--- src/inc/tmcac_defines.svh ---
// register indices, field positions and reset values of the channel control block
`ifndef TMCAC_DEFINES_SVH
`define TMCAC_DEFINES_SVH

// register indices; byte address is four times the index
`define TMCAC_IDX_COMPARE_SELECT 6'h00
`define TMCAC_IDX_FORCE_COMPARE 6'h01
`define TMCAC_IDX_CH7_MASK 6'h02
`define TMCAC_IDX_CH7_DATA 6'h03
`define TMCAC_IDX_OVF_TOGGLE 6'h07
`define TMCAC_IDX_ACTION_UPPER 6'h08
`define TMCAC_IDX_ACTION_LOWER 6'h09
`define TMCAC_IDX_EDGE_UPPER 6'h0a
`define TMCAC_IDX_EDGE_LOWER 6'h0b
`define TMCAC_IDX_IRQ_ENABLE 6'h0c
`define TMCAC_IDX_EVENT_FLAGS 6'h0e
`define TMCAC_IDX_PIN_DISCONNECT 6'h2c

// bus field positions
`define TMCAC_ADDR_IDX_MSB 7
`define TMCAC_ADDR_IDX_LSB 2
`define TMCAC_HTRANS_ACTIVE_BIT 1

// reset values
`define TMCAC_RESET_BYTE 8'h00
`define TMCAC_RESET_PAIRS 16'h0000
`define TMCAC_RESET_WORD 32'h0000_0000

`endif

--- src/inc/tmcac_pkg.sv ---
// types shared by the timer channel control block
package tmcac_pkg;

    typedef enum logic [1:0] {
        TMCAC_ACT_NONE = 2'b00,
        TMCAC_ACT_TOGGLE = 2'b01,
        TMCAC_ACT_CLEAR = 2'b10,
        TMCAC_ACT_SET = 2'b11
    } tmcac_action_type;

    typedef enum logic [1:0] {
        TMCAC_EDGE_OFF = 2'b00,
        TMCAC_EDGE_RISE = 2'b01,
        TMCAC_EDGE_FALL = 2'b10,
        TMCAC_EDGE_ANY = 2'b11
    } tmcac_edge_type;

    typedef enum logic {
        TMCAC_BUS_IDLE = 1'b0,
        TMCAC_BUS_READ = 1'b1
    } tmcac_bus_state_type;

endpackage

--- src/tmcac_channel_ctrl.sv ---
// output compare action, capture edge and channel event control for eight timer channels
//
// What this block does
// - overflow toggles pin when enabled in compare mode
// - ch7 override beats overflow toggle beats forced
// - mode/level pair: none, toggle, clear, set
// - nonzero mode/level makes a compare-mode pin an output
// - own action reaches pin only if unmasked
// - pin driven only while disconnect bit clear
// - masked channel 7 takes its data bit
// - ch7 compare drives data bit on masked compare-mode channels
// - edge pair: off, rising, falling, any edge
// - enable bit gates matching event flag interrupt
// - capture or compare event sets channel flag
// - overflow means counter wraps ffff to 0000
`timescale 1ns/1ns
`default_nettype none
`include "tmcac_defines.svh"

module tmcac_channel_ctrl
    import tmcac_pkg::*;
#(
    parameter int CHANNELS = 8
) (
    input wire logic clk,
    input wire logic reset_n,
    input wire logic hsel,
    input wire logic [31:0] haddr,
    input wire logic [1:0] htrans,
    input wire logic hwrite,
    input wire logic [2:0] hsize,
    input wire logic [31:0] hwdata,
    input wire logic hready,
    output logic hreadyout,
    output logic hresp,
    output logic [31:0] hrdata,
    input wire logic counterWrap,
    input wire logic [7:0] compareMatch,
    input wire logic [7:0] channelPinIn,
    output logic [7:0] channelPinOut,
    output logic [7:0] channelPinOe,
    output logic [7:0] captureStrobe,
    output logic channelIrq
);

    ////////////////////////////////////////////////////////////////////////////////
    // the register layout packs eight channels per byte, four per byte in the action and edge pair registers
    if (CHANNELS != 8) begin : gBadChannels
        $error("tmcac_channel_ctrl supports exactly eight channels");
    end

    ////////////////////////////////////////////////////////////////////////////////
    // state
    logic [7:0] compareSelect_q, compareSelect_d;
    logic [7:0] ch7Mask_q, ch7Mask_d;
    logic [7:0] ch7Data_q, ch7Data_d;
    logic [7:0] ovfToggle_q, ovfToggle_d;
    logic [15:0] action_q, action_d;
    logic [15:0] edgeSel_q, edgeSel_d;
    logic [7:0] irqEnable_q, irqEnable_d;
    logic [7:0] eventFlags_q, eventFlags_d;
    logic [7:0] pinDisconnect_q, pinDisconnect_d;
    logic [7:0] pinOut_q, pinOut_d;
    logic [7:0] pinOe_q, pinOe_d;
    logic [7:0] capture_q, capture_d;
    logic irq_q, irq_d;
    logic [7:0] pinMeta_q;
    logic [7:0] pinSync_q;
    logic [7:0] pinPrev_q;
    tmcac_bus_state_type busState_q, busState_d;
    logic wrPend_q, wrPend_d;
    logic [5:0] wrIdx_q, wrIdx_d;
    logic [5:0] rdIdx_q, rdIdx_d;
    logic ready_q, ready_d;
    logic resp_q;
    logic [31:0] rdata_q, rdata_d;

    logic addrTaken;
    logic [5:0] addrIdx;
    logic [7:0] wbyte;
    logic [7:0] forceNow;
    logic ch7Event;
    logic [7:0] pinNext;
    logic [7:0] oeNext;
    logic [7:0] eventNow;
    logic [7:0] captureNow;

    ////////////////////////////////////////////////////////////////////////////////
    // bus decode
    assign addrTaken = hsel && htrans[`TMCAC_HTRANS_ACTIVE_BIT] && hready;
    assign addrIdx = haddr[`TMCAC_ADDR_IDX_MSB:`TMCAC_ADDR_IDX_LSB];
    assign wbyte = hwdata[7:0];
    // force is a write-only strobe, acting in the write data phase
    assign forceNow = (wrPend_q && wrIdx_q == `TMCAC_IDX_FORCE_COMPARE) ? wbyte
        : `TMCAC_RESET_BYTE;
    // ch7 events act on other channels only when ch7 itself is in compare mode
    assign ch7Event = compareSelect_q[7] && (compareMatch[7] || forceNow[7]);

    function automatic logic [7:0] readMux(input logic [5:0] idx);
        logic [7:0] v;
        v = `TMCAC_RESET_BYTE;
        case (idx)
            `TMCAC_IDX_COMPARE_SELECT: v = compareSelect_q;
            `TMCAC_IDX_CH7_MASK: v = ch7Mask_q;
            `TMCAC_IDX_CH7_DATA: v = ch7Data_q;
            `TMCAC_IDX_OVF_TOGGLE: v = ovfToggle_q;
            `TMCAC_IDX_ACTION_UPPER: v = action_q[15:8];
            `TMCAC_IDX_ACTION_LOWER: v = action_q[7:0];
            `TMCAC_IDX_EDGE_UPPER: v = edgeSel_q[15:8];
            `TMCAC_IDX_EDGE_LOWER: v = edgeSel_q[7:0];
            `TMCAC_IDX_IRQ_ENABLE: v = irqEnable_q;
            `TMCAC_IDX_EVENT_FLAGS: v = eventFlags_q;
            `TMCAC_IDX_PIN_DISCONNECT: v = pinDisconnect_q;
            default: v = `TMCAC_RESET_BYTE;
        endcase
        return v;
    endfunction

    ////////////////////////////////////////////////////////////////////////////////
    // per channel pin and event logic
    for (genvar i = 0; i < 8; i++) begin : gChan
        tmcac_action_type act;
        tmcac_edge_type edgeMode;
        logic ch7Hit;
        logic ovfHit;
        logic ownFire;
        logic rise;
        logic fall;

        assign act = tmcac_action_type'(action_q[2*i+1:2*i]);
        assign edgeMode = tmcac_edge_type'(edgeSel_q[2*i+1:2*i]);
        assign ch7Hit = ch7Event && ch7Mask_q[i] && compareSelect_q[i];
        // counterWrap marks the ffff to 0000 step of the main counter
        assign ovfHit = counterWrap && ovfToggle_q[i] && compareSelect_q[i];
        // masked channels leave their own action off the pin
        assign ownFire = compareSelect_q[i] && !ch7Mask_q[i]
            && (compareMatch[i] || forceNow[i]);

        always_comb begin
            pinNext[i] = pinOut_q[i];
            if (ch7Hit) begin
                pinNext[i] = ch7Data_q[i];
            end else if (ovfHit) begin
                pinNext[i] = !pinOut_q[i];
            end else if (ownFire) begin
                case (act)
                    TMCAC_ACT_NONE: pinNext[i] = pinOut_q[i];
                    TMCAC_ACT_TOGGLE: pinNext[i] = !pinOut_q[i];
                    TMCAC_ACT_CLEAR: pinNext[i] = 1'b0;
                    TMCAC_ACT_SET: pinNext[i] = 1'b1;
                    default: pinNext[i] = pinOut_q[i];
                endcase
            end
        end

        // pin becomes an output once any compare source may drive it
        assign oeNext[i] = compareSelect_q[i] && !pinDisconnect_q[i]
            && (act != TMCAC_ACT_NONE || ch7Mask_q[i] || ovfToggle_q[i]);

        assign rise = pinSync_q[i] && !pinPrev_q[i];
        assign fall = !pinSync_q[i] && pinPrev_q[i];
        assign captureNow[i] = !compareSelect_q[i]
            && ((edgeMode[0] && rise) || (edgeMode[1] && fall));
        // forced compares move the pin but raise no flag
        assign eventNow[i] = captureNow[i]
            || (compareSelect_q[i] && compareMatch[i]);
    end

    ////////////////////////////////////////////////////////////////////////////////
    // next state
    always_comb begin
        compareSelect_d = compareSelect_q;
        ch7Mask_d = ch7Mask_q;
        ch7Data_d = ch7Data_q;
        ovfToggle_d = ovfToggle_q;
        action_d = action_q;
        edgeSel_d = edgeSel_q;
        irqEnable_d = irqEnable_q;
        pinDisconnect_d = pinDisconnect_q;
        eventFlags_d = eventFlags_q;
        busState_d = busState_q;
        wrPend_d = 1'b0;
        wrIdx_d = wrIdx_q;
        rdIdx_d = rdIdx_q;
        ready_d = ready_q;
        rdata_d = rdata_q;

        if (wrPend_q) begin
            case (wrIdx_q)
                `TMCAC_IDX_COMPARE_SELECT: compareSelect_d = wbyte;
                `TMCAC_IDX_CH7_MASK: ch7Mask_d = wbyte;
                `TMCAC_IDX_CH7_DATA: ch7Data_d = wbyte;
                `TMCAC_IDX_OVF_TOGGLE: ovfToggle_d = wbyte;
                `TMCAC_IDX_ACTION_UPPER: action_d[15:8] = wbyte;
                `TMCAC_IDX_ACTION_LOWER: action_d[7:0] = wbyte;
                `TMCAC_IDX_EDGE_UPPER: edgeSel_d[15:8] = wbyte;
                `TMCAC_IDX_EDGE_LOWER: edgeSel_d[7:0] = wbyte;
                `TMCAC_IDX_IRQ_ENABLE: irqEnable_d = wbyte;
                `TMCAC_IDX_EVENT_FLAGS: eventFlags_d = eventFlags_q & ~wbyte;
                `TMCAC_IDX_PIN_DISCONNECT: pinDisconnect_d = wbyte;
                default: ;
            endcase
        end
        // a new event wins over a clear in the same cycle
        eventFlags_d = eventFlags_d | eventNow;

        case (busState_q)
            TMCAC_BUS_IDLE: begin
                if (addrTaken && hwrite) begin
                    wrPend_d = 1'b1;
                    wrIdx_d = addrIdx;
                end else if (addrTaken) begin
                    // one wait state so a read always sees completed writes
                    rdIdx_d = addrIdx;
                    ready_d = 1'b0;
                    busState_d = TMCAC_BUS_READ;
                end
            end
            TMCAC_BUS_READ: begin
                rdata_d = {24'h00_0000, readMux(rdIdx_q)};
                ready_d = 1'b1;
                busState_d = TMCAC_BUS_IDLE;
            end
            default: begin
                ready_d = 1'b1;
                busState_d = TMCAC_BUS_IDLE;
            end
        endcase

        pinOut_d = pinNext;
        pinOe_d = oeNext;
        capture_d = captureNow;
        irq_d = |(eventFlags_d & irqEnable_d);
    end

    ////////////////////////////////////////////////////////////////////////////////
    // registers
    always_ff @(posedge clk or negedge reset_n) begin
        if (!reset_n) begin
            compareSelect_q <= `TMCAC_RESET_BYTE;
            ch7Mask_q <= `TMCAC_RESET_BYTE;
            ch7Data_q <= `TMCAC_RESET_BYTE;
            ovfToggle_q <= `TMCAC_RESET_BYTE;
            action_q <= `TMCAC_RESET_PAIRS;
            edgeSel_q <= `TMCAC_RESET_PAIRS;
            irqEnable_q <= `TMCAC_RESET_BYTE;
            eventFlags_q <= `TMCAC_RESET_BYTE;
            pinDisconnect_q <= `TMCAC_RESET_BYTE;
            pinOut_q <= `TMCAC_RESET_BYTE;
            pinOe_q <= `TMCAC_RESET_BYTE;
            capture_q <= `TMCAC_RESET_BYTE;
            irq_q <= 1'b0;
            pinMeta_q <= `TMCAC_RESET_BYTE;
            pinSync_q <= `TMCAC_RESET_BYTE;
            pinPrev_q <= `TMCAC_RESET_BYTE;
            busState_q <= TMCAC_BUS_IDLE;
            wrPend_q <= 1'b0;
            wrIdx_q <= 6'h00;
            rdIdx_q <= 6'h00;
            ready_q <= 1'b1;
            resp_q <= 1'b0;
            rdata_q <= `TMCAC_RESET_WORD;
        end else begin
            compareSelect_q <= compareSelect_d;
            ch7Mask_q <= ch7Mask_d;
            ch7Data_q <= ch7Data_d;
            ovfToggle_q <= ovfToggle_d;
            action_q <= action_d;
            edgeSel_q <= edgeSel_d;
            irqEnable_q <= irqEnable_d;
            eventFlags_q <= eventFlags_d;
            pinDisconnect_q <= pinDisconnect_d;
            pinOut_q <= pinOut_d;
            pinOe_q <= pinOe_d;
            capture_q <= capture_d;
            irq_q <= irq_d;
            // pins come from outside: two stages before any edge logic
            pinMeta_q <= channelPinIn;
            pinSync_q <= pinMeta_q;
            pinPrev_q <= pinSync_q;
            busState_q <= busState_d;
            wrPend_q <= wrPend_d;
            wrIdx_q <= wrIdx_d;
            rdIdx_q <= rdIdx_d;
            ready_q <= ready_d;
            resp_q <= 1'b0;
            rdata_q <= rdata_d;
        end
    end

    ////////////////////////////////////////////////////////////////////////////////
    // outputs
    assign hreadyout = ready_q;
    assign hresp = resp_q;
    assign hrdata = rdata_q;
    assign channelPinOut = pinOut_q;
    assign channelPinOe = pinOe_q;
    assign captureStrobe = capture_q;
    assign channelIrq = irq_q;

endmodule

`default_nettype wire

--- config.mk ---
export PLATFORM = sky130hd
export DESIGN_NAME = tmcac_channel_ctrl
export DESIGN_NICKNAME = d
export VERILOG_FILES = /design/src/inc/tmcac_pkg.sv /design/src/tmcac_channel_ctrl.sv
export VERILOG_INCLUDE_DIRS = /design/src /design/src/inc
export SDC_FILE = /design/constraint.sdc
export NUM_CORES = 1
export LEC_CHECK = 0
export BUFFER_PORTS_ARGS = -buffer_cell sky130_fd_sc_hd__buf_2
export CAP_MARGIN = 40
export CORE_ASPECT_RATIO = 0.7
export CORE_UTILIZATION = 60
export DETAILED_ROUTE_END_ITERATION = 16
export PLACE_DENSITY = 0.89
export SETUP_SLACK_MARGIN = 0.2
export SYNTH_ARGS = -nofsm -noshare
export SYNTH_HDL_FRONTEND = slang
export SYNTH_SLANG_ARGS = --single-unit
--- constraint.sdc ---
create_clock -name clk -period 3.51 [get_ports clk]
set_clock_uncertainty 0.15 [all_clocks]
set_input_delay 0.1755 -clock clk [delete_from_list [all_inputs] [get_ports clk]]
set_output_delay 0.1755 -clock clk [all_outputs]
set_load 0.02 [all_outputs]
==> results.tsv <==
metric	value	unit
Final Hold Slack	12.0	ps
HP Class	in -> reg	
Die Wd	136	um
synth top area cells	dfrtp_1 52%, mux2_2 13%, buf_4 2.9%, mux2i_1 2.1%, nand2_1 1.9%	
CP startpoint kind	register	
first-pass GRT wire length	33400	um
Ys Warns	0	
family with the most delay on the worst path	simple AND/OR/NAND/NOR gates	
largest net degree at the start of global routing	80	
static leakage power	0.00393	uW
Post-Syn Instances	649	
Post-synth EDFFs	0	
dominant cell type by area after synthesis	dfrtp_1	
Regs by FF count	action_q x16, edgeSel_q x16	
Initial Utilization	0.631	
Top Usage Layer GRT	met2	
status	finished, final reports clean	
area share of xor/xnor cells in the synthesized design	0	
# DRC	0	
asr flop ratio synth	1.00	
vias in the first global route	6024	
Worst Setup SP	wrIdx_q[0]	
GP Congestion	0.959	
post-synthesis sequential area ratio	0.528	
Initial DRC Count	763	
Final min period	2670	ps
Setup Crit Path Kind	reg -> reg	
IO Count	150	
max-cap violations	0	
RSZ-0062 raised after global routing	no	
Layout Cells excl Fill	910	
most frequent cells in the layout	159 x dfrtp_1, 85 x mux2_2, 69 x buf_2	
reg-to-reg startpoint	wrIdx_q[0]	
Worst-path clk slew	60	ps
H-tree levels	4	
PwrDens	616	nW/um2
Synth Cell Area	7580	um2
GRT Total Usage	0.356	
CP arrival	2830	ps
CTS tree	yes	
Design Power	5450	uW
area growth from synthesis to layout	16.7	%
placed cells	853	
Final Hold Fails	0	
largest family of logic cells by synthesized area	multiplexers	
DP Worst Slack	963	ps
most common cell after layout, fill and taps aside	dfrtp_1	
Die Ht	96.0	um
grt ovf	0	
vias post-DR	6162	
Synth Area in Simple Gates	0.145	
Bufs and invs on worst path	1	
CTS root buffer	clkbuf_16	
routed len/inst	24.0	um
Core Rows	33	
Max Root-Sink Buffers	2	
router iterations before antenna repair	8	
number of routed nets with antenna violations	0	
# diodes	0	
final net count	832	
Fmax	375	MHz
post-synthesis mux area share	0.152	
core area	12000	um2
Post-synth top flop	dfrtp_1	
FF+latch count, synth	160	
synth unique cells	71	
adder-cell area share of the yosys netlist	0	
initial antenna violation count	0	
CP max stage delay	590	ps
Global Route met2 Usage	0.540	
# port buffers	70	
final worst setup slack	842	ps
final setup fails	0	
M1 GR Usage	0.461	
share of layout cells above drive strength 1	0.295	
slowest cell on the critical path	nor4b_4	
dpl hpwl	14700	um
routed wire length	21900	um
top cell type's share of synthesized area	0.525	
Max Slew Vio Count	0	
final setup TNS	0	ps
Critical Path RT	3670	ps
critical path, cell by cell	nor4b_4, buf_4, and3_1, mux2_2	
CTS buffer count	17	
die area	13100	um2
Compound-Gate Fraction of Synth Area	0.118	
Worst Tran Pin Value	935	ps
DR vias/cell	6.77	
crit-path max FO	10	
CP endpoint kind	register	
GRT met3 Usage	0.108	
Sink Count	160	
launch point of the worst hold path	hwdata[4]	
final clock period utilization by the worst path	0.760	
syn avg cell area	11.7	um2
Worst VDD drop	0.421	mV
clock latency on the worst-skew pair	430	ps
Slew HR	0.376	
## tightest hold or removal path: stages
cell	delay [ps]
buf_2	180
nand2_1	80
o21ai_0	90
## cells by family after synthesis
group                  Yosys count
buffers and inverters           77
and+or+nand+nor                186
other                            1
AOI/OAI and AO/OA              122
DFF                            160
muxes                          103
## where the power goes
group | leakage [uW] | internal [uW] | switching, uW | total, uW
logic | 0.00169 | 462 | 618 | 1080
registers | 0.00195 | 2100 | 382 | 2480
clock network | 0.000287 | 1170 | 726 | 1890
## stage by stage
| stage | util | area, um2 |
|---|---|---|
| 3_3_place_gp | 0.664 | 7980 |
| 2_1_floorplan | - | 7670 |
| 5_1_grt | 0.737 | 8850 |
| 4_1_cts | 0.737 | 8850 |
| 3_5_place_dp | 0.664 | 7980 |
| 6_report | 0.737 | 8850 |
## what timing repair did
action,4_1_cts,5_1_grt
buffers inserted,0,0
hold buffers,26,0
hold endpoints to repair,112,0
resized for setup,0,0
## cells in the mapped netlist (all sizes together) (4+ instances only)
cell type,count
a211oi,5
a21boi,4
a21oi,16
a221oi,6
a222oi,6
a22o,6
a22oi,8
a31oi,14
a32oi,4
and2,5
and3,4
buf,41
clkbuf,20
dfrtp,159
inv,16
mux2,86
mux2i,16
nand2,41
nand2b,5
nand3,27
nand3b,15
nand4,9
nor2,28
nor3,10
nor3b,11
nor4,11
nor4b,4
o21ai,19
o31ai,7
## per-layer routing
layer  wire length (um)  vias to the layer above
li1                   -                     2552
met1               8250                     3033
met2               9940                      478
met3               2840                       99
met4                830                        0
met5                  0                        -
## final cells by class
type,count,area [um2]
Clock buffer,21,470
Clock inverter,10,135
Fill cell,762,3170
Inverter,16,60.1
Multi-Input combinational cell,436,3250
Sequential cell,160,4010
Tap cell,157,196
Timing Repair Buffer,110,734
## path summary, 6_finish.rpt
kind	slack, ps	endpoint	cells after the start
worst max-delay path	840	action_q[5]	4
worst min-delay path	10	edgeSel_q[12]	3
worst max register to register	840	action_q[5]	4
worst min register to register	200	pinSync_q[0]	0
max in group asynchronous	2120	channelPinOut[3]	3
min in group asynchronous	170	pinMeta_q[7]	2
(Power assumes the default switching activity.)
